$ cat config.mk
export PLATFORM = sky130hd
export DESIGN_NAME = nbc_host
export DESIGN_NICKNAME = d
export VERILOG_FILES = /design/src/rtl/nbc_pkg.sv /design/src/rtl/nbc_word_buf.sv /design/src/rtl/nbc_host.sv
export VERILOG_INCLUDE_DIRS = /design/src /design/src/rtl
export SDC_FILE = /design/constraint.sdc
export NUM_CORES = 1
export LEC_CHECK = 0
export BUFFER_PORTS_ARGS = -buffer_cell sky130_fd_sc_hd__buf_2
export CAP_MARGIN = 25
export CORE_UTILIZATION = 50
export DETAILED_ROUTE_END_ITERATION = 10
export GPL_ROUTABILITY_DRIVEN = 0
export PLACE_DENSITY = 0.73
export RECOVER_POWER = 25
export SETUP_SLACK_MARGIN = 0.05
export SLEW_MARGIN = 10
export SYNTH_ARGS = -nofsm -noshare
export SYNTH_HDL_FRONTEND = slang
export SYNTH_SLANG_ARGS = --single-unit
$ cat constraint.sdc
create_clock -name mclk_i -period 3.5 [get_ports mclk_i]
set_clock_uncertainty 0.15 [all_clocks]
set_input_delay 0.35 -clock mclk_i [delete_from_list [all_inputs] [get_ports mclk_i]]
set_output_delay 0.35 -clock mclk_i [all_outputs]
set_load 0.05 [all_outputs]
$ cat src/rtl/nbc_defs.svh
`ifndef NBC_DEFS_SVH
`define NBC_DEFS_SVH
// What this block does
// Device latches bus on input strobe rise.
// Device floats data pins when deselected.
// Command latch high marks command cycle.
// Address latch high marks address cycle.
// Chip select low during every bus operation.
// Input strobe alone times device latching.
// Device drives word while output strobe low.
// Output strobe fall advances column by one.
// Write protect low blocks program and erase.
// Ready/busy open-drain output shows device state.
// Byte mode: five cycles, column A0-A11.
// Word mode: five cycles, column A0-A10.
// Unused address bits are driven low.
// Decode base command opcode set.
// Decode two-plane, random and cache opcodes.
// Copy-back error status only after copy-back.
// One latch high, strobe high, protect high.
// Data out with latches low, strobe toggling.
// Upper data byte only in word mode.
// Command opcodes always on low byte.
// While busy only status and reset.
// Program confirm needs preceding data load; checked only after NBC_C_PROG, so a bare confirm after reset is taken.
// Ready/busy low throughout internal operation.

// ----------------------------------------------------------------
// Timing
// ----------------------------------------------------------------
`define NBC_CLK_MHZ 10
`define NBC_CYC(ns) (((ns) * `NBC_CLK_MHZ + 999) / 1000)
`define NBC_T_WP_NS 25
`define NBC_T_WH_NS 15
`define NBC_T_REA_NS 30
`define NBC_T_WB_NS 100
`define NBC_SYNC_STAGES 2
`define NBC_WP_CYC `NBC_CYC(`NBC_T_WP_NS)
`define NBC_WH_CYC `NBC_CYC(`NBC_T_WH_NS)
`define NBC_WB_CYC `NBC_CYC(`NBC_T_WB_NS)
`define NBC_RD_CYC (`NBC_CYC(`NBC_T_REA_NS) + `NBC_SYNC_STAGES)

// ----------------------------------------------------------------
// Address layout and opcodes
// ----------------------------------------------------------------
`define NBC_ADDR_CYCLES 5
`define NBC_COL_W8 12
`define NBC_COL_W16 11
`define NBC_C_READ 8'h00
`define NBC_C_READ_GO 8'h30
`define NBC_C_CB_READ 8'h35
`define NBC_C_ID 8'h90
`define NBC_C_RESET 8'hff
`define NBC_C_PROG 8'h80
`define NBC_C_PROG_GO 8'h10
`define NBC_C_CB_PROG 8'h85
`define NBC_C_PLANE 8'h11
`define NBC_C_PLANE2 8'h81
`define NBC_C_ERASE 8'h60
`define NBC_C_ERASE_GO 8'hd0
`define NBC_C_STATUS 8'h70
`define NBC_C_RND_OUT 8'h05
`define NBC_C_RND_OUT_GO 8'he0
`define NBC_C_CACHE 8'h31
`define NBC_C_CACHE_END 8'h3f
`define NBC_C_CB_STATUS 8'h7b
`endif

$ cat src/rtl/nbc_pkg.sv
package nbc_pkg;
  typedef enum logic [2:0] {
    NBC_OP_CMD = 3'h0,
    NBC_OP_ADDR = 3'h1,
    NBC_OP_WRITE = 3'h2,
    NBC_OP_READ = 3'h3,
    NBC_OP_WAIT = 3'h4
  } nbc_op_t;

  typedef struct packed {
    nbc_op_t op;
    logic [15:0] data;
    logic [28:0] addr;
  } nbc_req_t;

  typedef struct packed {
    logic ce_n;
    logic cle;
    logic ale;
    logic we_n;
    logic output_strobe_n;
    logic wp_n;
    logic [15:0] dq_o;
    logic [15:0] dq_oe;
  } nbc_pins_t;

  typedef enum logic [2:0] {
    NBC_IDLE = 3'b000,
    NBC_SETUP = 3'b001,
    NBC_WR_LO = 3'b011,
    NBC_WR_HI = 3'b010,
    NBC_RD_LO = 3'b110,
    NBC_RD_HI = 3'b111,
    NBC_WB_DLY = 3'b101,
    NBC_WAIT_RB = 3'b100
  } nbc_state_t;
endpackage

$ cat src/rtl/nbc_word_buf.sv
`timescale 1ns/1ps
module nbc_word_buf #(
  parameter int W = 16,
  parameter int D = 2
) (
  input wire logic mclk_i,
  input wire logic rst_n_i,
  input wire logic in_valid_i,
  output logic in_ready_o,
  input wire logic [W-1:0] in_data_i,
  output logic out_valid_o,
  input wire logic out_ready_i,
  output logic [W-1:0] out_data_o
);
  localparam int PW = (D > 1) ? $clog2(D) : 1;

  logic [W-1:0] mem_q [D];
  logic [PW-1:0] wr_q;
  logic [PW-1:0] rd_q;
  logic [PW:0] cnt_q;

  wire push = in_valid_i && in_ready_o;
  wire pop = out_valid_o && out_ready_i;
  wire [PW-1:0] wr_nx = (wr_q == PW'(D - 1)) ? '0 : wr_q + 1'b1;
  wire [PW-1:0] rd_nx = (rd_q == PW'(D - 1)) ? '0 : rd_q + 1'b1;

  assign in_ready_o = (cnt_q != (PW + 1)'(D));
  assign out_valid_o = (cnt_q != '0);
  assign out_data_o = mem_q[rd_q];

  always_ff @(posedge mclk_i or negedge rst_n_i) begin
    if (!rst_n_i) begin
      wr_q <= '0;
      rd_q <= '0;
      cnt_q <= '0;
    end else begin
      if (push) wr_q <= wr_nx;
      if (pop) rd_q <= rd_nx;
      cnt_q <= cnt_q + {{PW{1'b0}}, push} - {{PW{1'b0}}, pop};
    end
  end

  // The array holds no control state, so it needs no reset.
  always_ff @(posedge mclk_i) begin
    if (push) mem_q[wr_q] <= in_data_i;
  end
endmodule

$ cat src/rtl/nbc_host.sv
`timescale 1ns/1ps
`include "nbc_defs.svh"
module nbc_host (
  input wire logic mclk_i,
  input wire logic rst_n_i,
  input wire logic bus_wide_i,
  input wire logic wp_lock_i,
  input wire logic req_valid_i,
  output logic req_ready_o,
  input wire nbc_pkg::nbc_req_t req_i,
  output logic done_o,
  output logic err_o,
  output logic dev_ready_o,
  output logic rd_valid_o,
  input wire logic rd_ready_i,
  output logic [15:0] rd_data_o,
  output nbc_pkg::nbc_pins_t pins_o,
  input wire logic [15:0] dq_i,
  input wire logic rb_i
);
  import nbc_pkg::*;

  // ----------------------------------------------------------------
  // Pin synchronisers
  // ----------------------------------------------------------------
  logic [15:0] dq_s1_q, dq_s2_q;
  logic rb_s1_q, rb_s2_q;

  always_ff @(posedge mclk_i or negedge rst_n_i) begin
    if (!rst_n_i) begin
      dq_s1_q <= '0;
      dq_s2_q <= '0;
      rb_s1_q <= 1'b0;
      rb_s2_q <= 1'b0;
    end else begin
      dq_s1_q <= dq_i;
      dq_s2_q <= dq_s1_q;
      rb_s1_q <= rb_i;
      rb_s2_q <= rb_s1_q;
    end
  end

  // ----------------------------------------------------------------
  // State
  // ----------------------------------------------------------------
  nbc_state_t st_q, st_d;
  nbc_op_t op_q, op_d;
  logic [3:0] tmr_q, tmr_d;
  logic [2:0] acnt_q, acnt_d;
  logic [28:0] addr_q, addr_d;
  logic wide_q, wide_d;
  logic ce_n_q, ce_n_d, cle_q, cle_d, ale_q, ale_d;
  logic we_n_q, we_n_d, ostb_n_q, ostb_n_d, oe_q, oe_d;
  logic [15:0] dq_q, dq_d;
  logic done_q, done_d, err_q, err_d;
  logic push_q, push_d;
  logic [15:0] pdata_q;
  logic wp_n_q;
  logic armed_q, loaded_q, cb_q;
  logic buf_in_ready;

  // ----------------------------------------------------------------
  // Decode
  // ----------------------------------------------------------------
  wire [7:0] cmd = req_i.data[7:0];
  wire busy = !rb_s2_q;
  wire cmd_known = cmd inside {`NBC_C_READ, `NBC_C_READ_GO,
    `NBC_C_CB_READ, `NBC_C_ID, `NBC_C_RESET, `NBC_C_PROG,
    `NBC_C_PROG_GO, `NBC_C_CB_PROG, `NBC_C_PLANE, `NBC_C_PLANE2,
    `NBC_C_ERASE, `NBC_C_ERASE_GO, `NBC_C_STATUS, `NBC_C_RND_OUT,
    `NBC_C_RND_OUT_GO, `NBC_C_CACHE, `NBC_C_CACHE_END,
    `NBC_C_CB_STATUS};
  wire cmd_modify = cmd inside {`NBC_C_PROG, `NBC_C_PROG_GO,
    `NBC_C_CB_PROG, `NBC_C_PLANE, `NBC_C_PLANE2, `NBC_C_ERASE,
    `NBC_C_ERASE_GO};
  wire cmd_busy_ok = (cmd == `NBC_C_STATUS) || (cmd == `NBC_C_RESET);
  wire is_cmd = (req_i.op == NBC_OP_CMD);
  wire refuse = is_cmd && (!cmd_known
    || (busy && !cmd_busy_ok)
    || (wp_lock_i && cmd_modify)
    || (cmd == `NBC_C_CB_STATUS && !cb_q)
    || (cmd == `NBC_C_PROG_GO && armed_q && !loaded_q));
  wire rd_stall = (req_i.op == NBC_OP_READ) && !buf_in_ready;
  wire take = req_valid_i && req_ready_o;
  wire cmd_ok = take && is_cmd && !refuse;
  wire wr_ok = take && (req_i.op == NBC_OP_WRITE);

  assign req_ready_o = (st_q == NBC_IDLE) && !rd_stall;

  // Unused positions of every address cycle come out as zero.
  function automatic logic [7:0] addr_byte(input logic [28:0] a,
                                           input logic w,
                                           input logic [2:0] i);
    logic [11:0] col;
    logic [16:0] row;
    col = w ? {1'b0, a[`NBC_COL_W16-1:0]} : a[`NBC_COL_W8-1:0];
    row = w ? a[`NBC_COL_W16+16:`NBC_COL_W16]
            : a[`NBC_COL_W8+16:`NBC_COL_W8];
    unique case (i)
      3'h0: addr_byte = col[7:0];
      3'h1: addr_byte = {4'h0, col[11:8]};
      3'h2: addr_byte = row[7:0];
      3'h3: addr_byte = row[15:8];
      default: addr_byte = {7'h00, row[16]};
    endcase
  endfunction

  // ----------------------------------------------------------------
  // Sequencer
  // ----------------------------------------------------------------
  always_comb begin
    st_d = st_q;
    op_d = op_q;
    tmr_d = (tmr_q != '0) ? tmr_q - 4'h1 : tmr_q;
    acnt_d = acnt_q;
    addr_d = addr_q;
    wide_d = wide_q;
    ce_n_d = ce_n_q;
    cle_d = cle_q;
    ale_d = ale_q;
    we_n_d = we_n_q;
    ostb_n_d = ostb_n_q;
    oe_d = oe_q;
    dq_d = dq_q;
    done_d = 1'b0;
    err_d = 1'b0;
    push_d = 1'b0;
    unique case (st_q)
      NBC_IDLE: begin
        if (take && refuse) begin
          err_d = 1'b1;
        end else if (take) begin
          op_d = req_i.op;
          addr_d = req_i.addr;
          wide_d = bus_wide_i;
          acnt_d = '0;
          tmr_d = 4'(`NBC_WH_CYC - 1);
          unique case (req_i.op)
            NBC_OP_READ: begin
              ce_n_d = 1'b0;
              ostb_n_d = 1'b0;
              tmr_d = 4'(`NBC_RD_CYC - 1);
              st_d = NBC_RD_LO;
            end
            NBC_OP_WAIT: begin
              tmr_d = 4'(`NBC_WB_CYC - 1);
              st_d = NBC_WB_DLY;
            end
            default: begin
              ce_n_d = 1'b0;
              cle_d = is_cmd;
              ale_d = (req_i.op == NBC_OP_ADDR);
              oe_d = 1'b1;
              if (is_cmd) begin
                dq_d = {8'h00, cmd};
              end else if (req_i.op == NBC_OP_ADDR) begin
                dq_d = {8'h00, addr_byte(req_i.addr, bus_wide_i, 3'h0)};
              end else begin
                dq_d = bus_wide_i ? req_i.data : {8'h00, cmd};
              end
              st_d = NBC_SETUP;
            end
          endcase
        end
      end
      NBC_SETUP: begin
        if (tmr_q == '0) begin
          we_n_d = 1'b0;
          tmr_d = 4'(`NBC_WP_CYC - 1);
          st_d = NBC_WR_LO;
        end
      end
      NBC_WR_LO: begin
        if (tmr_q == '0) begin
          we_n_d = 1'b1;
          tmr_d = 4'(`NBC_WH_CYC - 1);
          st_d = NBC_WR_HI;
        end
      end
      NBC_WR_HI: begin
        if (tmr_q == '0) begin
          if (op_q == NBC_OP_ADDR
              && acnt_q != 3'(`NBC_ADDR_CYCLES - 1)) begin
            acnt_d = acnt_q + 3'h1;
            dq_d = {8'h00, addr_byte(addr_q, wide_q, acnt_q + 3'h1)};
            tmr_d = 4'(`NBC_WH_CYC - 1);
            st_d = NBC_SETUP;
          end else begin
            ce_n_d = 1'b1;
            cle_d = 1'b0;
            ale_d = 1'b0;
            oe_d = 1'b0;
            done_d = 1'b1;
            st_d = NBC_IDLE;
          end
        end
      end
      NBC_RD_LO: begin
        if (tmr_q == '0) begin
          push_d = 1'b1;
          ostb_n_d = 1'b1;
          tmr_d = 4'(`NBC_WH_CYC - 1);
          st_d = NBC_RD_HI;
        end
      end
      NBC_RD_HI: begin
        if (tmr_q == '0) begin
          ce_n_d = 1'b1;
          done_d = 1'b1;
          st_d = NBC_IDLE;
        end
      end
      NBC_WB_DLY: begin
        if (tmr_q == '0) st_d = NBC_WAIT_RB;
      end
      NBC_WAIT_RB: begin
        if (!busy) begin
          done_d = 1'b1;
          st_d = NBC_IDLE;
        end
      end
    endcase
  end

  always_ff @(posedge mclk_i or negedge rst_n_i) begin
    if (!rst_n_i) begin
      st_q <= NBC_IDLE;
      op_q <= NBC_OP_CMD;
      tmr_q <= '0;
      acnt_q <= '0;
      addr_q <= '0;
      wide_q <= 1'b0;
      {ce_n_q, we_n_q, ostb_n_q} <= 3'h7;
      {cle_q, ale_q, oe_q} <= 3'h0;
      dq_q <= '0;
      {done_q, err_q, push_q} <= 3'h0;
    end else begin
      st_q <= st_d;
      op_q <= op_d;
      tmr_q <= tmr_d;
      acnt_q <= acnt_d;
      addr_q <= addr_d;
      wide_q <= wide_d;
      {ce_n_q, we_n_q, ostb_n_q} <= {ce_n_d, we_n_d, ostb_n_d};
      {cle_q, ale_q, oe_q} <= {cle_d, ale_d, oe_d};
      dq_q <= dq_d;
      {done_q, err_q, push_q} <= {done_d, err_d, push_d};
    end
  end

  // ----------------------------------------------------------------
  // Command history and protection
  // ----------------------------------------------------------------
  // Protect starts asserted so nothing can be modified during reset.
  always_ff @(posedge mclk_i or negedge rst_n_i) begin
    if (!rst_n_i) begin
      wp_n_q <= 1'b0;
      armed_q <= 1'b0;
      loaded_q <= 1'b0;
      cb_q <= 1'b0;
      pdata_q <= '0;
    end else begin
      wp_n_q <= !wp_lock_i;
      if (push_d) pdata_q <= wide_q ? dq_s2_q : {8'h00, dq_s2_q[7:0]};
      if (cmd_ok && cmd == `NBC_C_PROG) begin
        armed_q <= 1'b1;
        loaded_q <= 1'b0;
      end else if (cmd_ok && cmd == `NBC_C_CB_PROG) begin
        loaded_q <= 1'b1;
      end else if (cmd_ok && cmd == `NBC_C_PROG_GO) begin
        armed_q <= 1'b0;
      end else if (wr_ok) begin
        loaded_q <= 1'b1;
      end
      if (cmd_ok && (cmd == `NBC_C_CB_READ || cmd == `NBC_C_CB_PROG)) begin
        cb_q <= 1'b1;
      end else if (cmd_ok && (cmd == `NBC_C_PROG || cmd == `NBC_C_ERASE
                   || cmd == `NBC_C_READ_GO || cmd == `NBC_C_ID
                   || cmd == `NBC_C_RESET)) begin
        cb_q <= 1'b0;
      end
    end
  end

  // ----------------------------------------------------------------
  // Read data path
  // ----------------------------------------------------------------
  // A read starts only with a free slot, so no captured word is lost.
  nbc_word_buf #(.W(16), .D(2)) u_buf (
    .mclk_i(mclk_i),
    .rst_n_i(rst_n_i),
    .in_valid_i(push_q),
    .in_ready_o(buf_in_ready),
    .in_data_i(pdata_q),
    .out_valid_o(rd_valid_o),
    .out_ready_i(rd_ready_i),
    .out_data_o(rd_data_o)
  );

  // ----------------------------------------------------------------
  // Outputs
  // ----------------------------------------------------------------
  assign pins_o.ce_n = ce_n_q;
  assign pins_o.cle = cle_q;
  assign pins_o.ale = ale_q;
  assign pins_o.we_n = we_n_q;
  assign pins_o.output_strobe_n = ostb_n_q;
  assign pins_o.wp_n = wp_n_q;
  assign pins_o.dq_o = dq_q;
  assign pins_o.dq_oe = {{8{oe_q && wide_q}}, {8{oe_q}}};
  assign done_o = done_q;
  assign err_o = err_q;
  assign dev_ready_o = rb_s2_q;
endmodule

==> results of run 1 <==
==> layout make-up <==
cell class	count	area, µm²	area share
inverters	28	105	0.0121
clock buffers	18	429	0.0494
well taps	180	225	0.0259
diodes	1	2.50	0.000288
repair buffers	174	1090	0.126
multi-input cells	336	2570	0.296
flip-flops and latches	158	4120	0.474
clock inverters	14	146	0.0169
==> cell usage in the layout (no fill, tap or decap), drive strengths merged, types with 6 or more instances in the layout <==
cell type | Yosys | routed
buf | 34 | 133
dfrtp | 123 | 123
nand2 | 70 | 70
mux2 | 63 | 63
inv | 27 | 37
dlygate4sd3 | 0 | 35
edfxtp | 32 | 32
o21ai | 26 | 26
clkbuf | 18 | 24
mux2i | 20 | 20
nor2 | 19 | 19
a21oi | 13 | 13
nand3 | 12 | 12
ha | 9 | 9
nor3 | 9 | 9
o2bb2ai | 8 | 8
a221oi | 6 | 6
==> report_power, final <==
part           internal (µW)  switching [µW]  total (µW)
logic                   1090            1830        2920
registers               2370             418        2790
clock network           1010             801        1810
==> worst register-to-register path: cells and delay by family (launching register included) <==
family	cells	cell delay (ns)
AND/OR/NAND/NOR	2	0.71
AO/OA/AOI/OAI	3	0.82
flip-flops	1	0.55
multiplexers	1	0.41
==> final timing paths <==
path	startpoint	end	slack (ns)	cells after the start
min in group asynchronous	rst_n_i	pdata_q[4]$_DFFE_PN0P_	0.79	2
setup reg to reg	st_q[1]$_DFFE_PN0P_	dq_q[3]$_DFFE_PN0P_	0.75	6
setup / recovery	st_q[1]$_DFFE_PN0P_	dq_q[3]$_DFFE_PN0P_	0.75	6
max in group asynchronous	rst_n_i	rb_s1_q$_DFF_PN0_	1.36	2
hold reg to reg	rb_s1_q$_DFF_PN0_	dev_ready_o$_DFF_PN0_	0.20	0
hold / removal	req_i[24]	addr_q[24]$_DFFE_PN0P_	0.005	2
==> sequential cells by signal (all words and copies together) (netlist names), 2 cells and up <==
name,count
st_q,3
dq_s2_q,16
dq_q,16
addr_q,29
acnt_q,3
tmr_q,4
op_q,3
u_buf.mem_q,32
pdata_q,16
u_buf.cnt_q,2
dq_s1_q,16
==> cells by family after synthesis <==
| logic type | Yosys count | synth area share |
|---|---|---|
| fa+ha+maj | 9 | 0.0158 |
| compound gates | 88 | 0.0900 |
| xor+xnor | 8 | 0.00985 |
| simple gates | 148 | 0.101 |
| buf+inv | 80 | 0.0605 |
| mux | 83 | 0.144 |
| flops | 158 | 0.579 |
==> metal layers <==
metal | wire length [µm] | GRT usage | share of wire | up-vias
met4 | 462 | 0.108 | 0.029 | 0
met5 | 0 | 0 | 0 | -
met3 | 698 | 0.0461 | 0.044 | 39
met2 | 8060 | 0.387 | 0.51 | 170
li1 | - | - | - | 2314
met1 | 6520 | 0.269 | 0.41 | 2464
==> per-stage QoR <==
step | std cells | hold WS [ns] | total power [µW]
2_1_floorplan | 574 | -0.0956 | 5150
3_3_place_gp | 841 | 0.181 | 5600
3_5_place_dp | 841 | 0.185 | 5680
4_1_cts | 908 | 0.000276 | 7530
5_1_grt | 908 | 0.00163 | 7870
6_report | 909 | 0.00520 | 7520
==> impl_metrics.yaml, run 1 <==
run_status:
  status: "complete, but fails checks"
  violations: "capacitance limit, slew limit"
critical_path:
  cp-end-kind: "register"
  start_kind: "register"
  worst-path-buf-inv: 0
  required_ns: 3.66
  slowest_stage: "dfrtp_1"
  worstPathArrival_ns: 2.91
  cp_top_family: "compound AO/OA/AOI/OAI gates"
  path_cells: "or3_1 > a31oi_1 > and2_1 > o211ai_4 > a21oi_4 > mux2_2"
  worst_path_largest_cell_delay_ns: 0.55
  worst-setup-path-type: "reg -> reg"
  worst-path-max-fanout: 17
logic_synthesis:
  synth_largest_area_cell: "dfrtp_1"
  ys_top_cells_by_count: "123 x dfrtp_1, 70 x nand2_1, 36 x mux2_2, 32 x edfxtp_1"
  synth_edf_count: 32
  synth_area_um2: 7120
  synthCells: 574
  yosysMostFrequentCell: "dfrtp_1"
  synth.avg_cell_area_um2: 12.4
  synth_cell_types: 63
  synth_nets: 654
  synth-main-ff-cell: "dfrtp_1"
  ys_top_cells_by_area: "dfrtp_1 43%, edfxtp_1 14%, mux2_2 5.7%, mux2_4 5.7%, nand2_1 3.7%"
  synth.top_cell.area_share: 0.433
  synth-seq-cells: 158
  yosysSeqAreaShare: 0.579
  yosys_warnings: 0
  synthArstFlopShare: 0.797
floorplanning:
  rows: 43
  core_um2: 13900
  die_width_um: 121
  start_util: 0.513
  die_h_um: 121
  ios: 130
  die_area_um2: 14700
cells_and_area:
  fin_area_um2: 8680
  fin_util: 0.626
  fill_cells: 1087
  drive_gt1_frac: 0.330
  syn2layout_area_growth_pct: 22.0
  nets: 795
clock_tree:
  path_clk_slew_ns: 0.07
  cts_hold_buffers: 35
  cts-buffers-inserted: 17
  cts_sinks: 158
  cts_resized: 0
  cts_setup_buffers: 0
  cts-root-buf: "clkbuf_16"
  clockBufferDepth: 2
  clk_latency_ns: 0.43
  ctsHtreeMaxLevel: 4
  cts_tree: "built"
placement:
  hpwl_um: 10400
  port_buffers: 129
  place_area_um2: 7760
  pre_cts_slack_ns: 0.574
sta:
  tns_ns: 0
  setup_slack_ns: 0.751
  hold_violations: 0
  period_needed_ns: 2.75
  setup_viol: 0
  worst_slew_pin_slew_ns: 1.75
  rsz0062_at_grt: "false"
  drv_slew: 67
  fmax_ghz: 0.364
  worst_slew_margin_rel: -0.166
  fin_crit_sh: 0.785
route:
  antenna_left: 0
  via_count: 4987
  drc: 0
  via_per_inst: 5.49
  wl_per_cell_um: 17.3
  drtIter0Drc: 322
  firstDrtPassIters: 6
  finalWirelength_um: 15700
pwr:
  power.density_nw_per_um2: 866
  ir_drop_uv: 498
  total_leakage_power_uw: 0.00398
run:
  cap_violations: 1
global_route:
  grt_pass1_wl_um: 24900
  grt.overflow.total: 0
  grt_max_degree: 68
  antenna_found_initial: 0
  grt_util_all_layers: 0.225
  grt_pass1_vias: 5044
hold_path:
  hold_path.class: "in -> reg"
No activity file was read; power rests on OpenSTA's default activity.
==> inputs of run 2 (changes only) <==
==> constraint.sdc (replaced) <==
create_clock -name mclk_i -period 2.68 [get_ports mclk_i]
set_clock_uncertainty 0.15 [all_clocks]
set_input_delay 0.268 -clock mclk_i [delete_from_list [all_inputs] [get_ports mclk_i]]
set_output_delay 0.268 -clock mclk_i [all_outputs]
set_load 0.05 [all_outputs]
==> run 2 against run 1 <==
  * Sequential share of layout area down 1.9 points
  * Flip-flop and latch count is the same
  * First-iteration DRC count fell by 3.7%
  * Worst setup slack got worse by 0.63 ns
  * Clock power rose by 22%
  * Critical endpoint is now dq_q[0]$_DFFE_PN0P_
  * The flow now finishes without violations
  * Global-route usage increased by 0.47 points
  * Fmax grew 7.5%
  * Largest power group unchanged
  * Worst hold slack improved by 0.049 ns
==> impl_metrics.yaml, run 2 (synthesis gave the netlist of run 1 again) <==
route:
  firstDrtPassIters: 5
  antenna_left: 0
  via_per_inst: 5.34
  drc: 0
  drtIter0Drc: 310
  finalWirelength_um: 16000
  via_count: 5047
  wl_per_cell_um: 16.9
critical_path:
  required_ns: 2.84
  worst-path-max-fanout: 9
  worst_path_largest_cell_delay_ns: 0.43
  slowest_stage: "dfrtp_1"
  worst_path_most_repeated_cell: "ha_1"
  worst-setup-path-type: "reg -> reg"
  path_cells: "ha_1 > ha_1 > nor2b_2 > a221oi_1 > a21oi_1 > a221o_1 > o21ai_1 > mux2i_1 > mux2_2"
  start_kind: "register"
  cp-end-kind: "register"
  worstPathArrival_ns: 2.72
cells_and_area:
  antenna_cells_inserted: 0
  top_register: "u_buf.mem_q"
  drive_gt1_frac: 0.341
  nets: 833
  fill_cells: 1022
  layout_commonest_cell: "buf_2"
  largest_register_ffs: 32
  syn2layout_area_growth_pct: 27.1
  mostFrequentLayoutCells: "123 x buf_2, 122 x dfrtp_1, 70 x nand2_1"
  top_regs: "u_buf.mem_q: 32 flops, addr_q: 29 flops"
clock_tree:
  clockBufferDepth: 2
  cts_tree: "built"
  cts-root-buf: "clkbuf_16"
  clk_latency_ns: 0.43
  cts_sinks: 158
  ctsHtreeMaxLevel: 4
  cts-buffers-inserted: 17
  path_clk_slew_ns: 0.06
sta:
  hold_ws_ns: 0.0539
  worst_slew_pin_slew_ns: 1.20
  setup_viol: 0
  rsz0062_at_grt: "true"
  hold_violations: 0
  fin_crit_sh: 0.954
  drv_slew: 0
  worst_slew_margin_rel: 0.199
  period_needed_ns: 2.56
  fmax_ghz: 0.391
  tns_ns: 0
placement:
  hpwl_um: 10600
  port_buffers: 129
hold_path:
  hold_path.class: "in -> reg"
run_status:
  status: "finished clean"
pwr:
  total_leakage_power_uw: 0.00414
  ir_drop_uv: 673
  power.density_nw_per_um2: 1090
run:
  cap_violations: 0
global_route:
  grt_pass1_vias: 5174
  antenna_found_initial: 0
  grt_util_all_layers: 0.230
  grt.overflow.total: 0
  grt_pass1_wl_um: 25500
  grt_max_degree: 54
floorplanning:
  die_width_um: 121
  ios: 130
  die_area_um2: 14700
  core_um2: 13900
  start_util: 0.513
  rows: 43
  die_h_um: 121
-- run 2: cell types whose count changed in the layout (fill, tap and decap cells not counted), sizes merged --
cell         previous run  this run
buf                   133       147
bufinv                  1         0
clkbuf                 24        25
clkinv                  3         5
clkinvlp                1         2
diode                   1         0
dlygate4sd3            35        59
inv                    37        34
-- run 2: layer usage --
layer | global-route usage | up-vias | share of wire
met5 | 0 | - | 0
met4 | 0.0934 | 0 | 0.023
met3 | 0.0569 | 33 | 0.040
met2 | 0.396 | 127 | 0.53
met1 | 0.274 | 2507 | 0.41
li1 | - | 2380 | -
-- run 2: final timing paths --
check / start / to / slack (ns) / cells past startpoint
min in group asynchronous: rst_n_i / wp_n_q$_DFF_PN0_ / 0.47 / 2
min reg2reg: dq_s1_q[12]$_DFF_PN0_ / dq_s2_q[12]$_DFF_PN0_ / 0.19 / 0
max: acnt_q[0]$_DFFE_PN0P_ / dq_q[0]$_DFFE_PN0P_ / 0.12 / 9
max in group asynchronous: rst_n_i / addr_q[19]$_DFFE_PN0P_ / 0.91 / 3
max reg2reg: acnt_q[0]$_DFFE_PN0P_ / dq_q[0]$_DFFE_PN0P_ / 0.12 / 9
min: req_i[46] / op_q[1]$_DFFE_PN0P_ / 0.05 / 2
-- run 2: worst max-delay path: cells and delay by family, from the launching register on --
kind | cells | cell delay [ns]
AND/OR/NAND/NOR | 1 | 0.11
multiplexers | 2 | 0.35
flip-flops | 1 | 0.43
AO/OA/AOI/OAI | 4 | 0.83
adder cells (fa/ha/maj) | 2 | 0.57
-- run 2: layout make-up --
cell class / count / area, µm² / area share
tap: 180 / 225 / 0.0249
clock buffer: 19 / 433 / 0.0479
timing repair buffer: 212 / 1450 / 0.160
multi-input combinational: 336 / 2610 / 0.288
inverter: 28 / 105 / 0.0116
sequential: 158 / 4120 / 0.456
clock inverter: 13 / 106 / 0.0118
-- run 2: power by group --
group          internal (µW)  switching [µW]
logic                   1530            2490
registers               3100             512
clock network           1210            1010
total                   5840            4010
-- run 2: stage by stage --
step,instance area (µm²),instances,total power (µW),setup WS [ns],util
floorplan,7150,574,6770,0.0416,-
global placement,7900,855,7420,0.0887,0.569
detailed placement,7900,855,7550,0.00513,0.569
CTS,9040,946,9870,0.0909,0.651
global route,9040,946,10300,0.0205,0.651
finish,9040,946,9850,0.124,0.651
-- run 2: timing repair --
action,in CTS,in global routing
gates resized for setup,2,4
hold buffers,59,0
endpoints found under the hold margin,101,0
buffers inserted,0,0
setup endpoints to repair,1,12
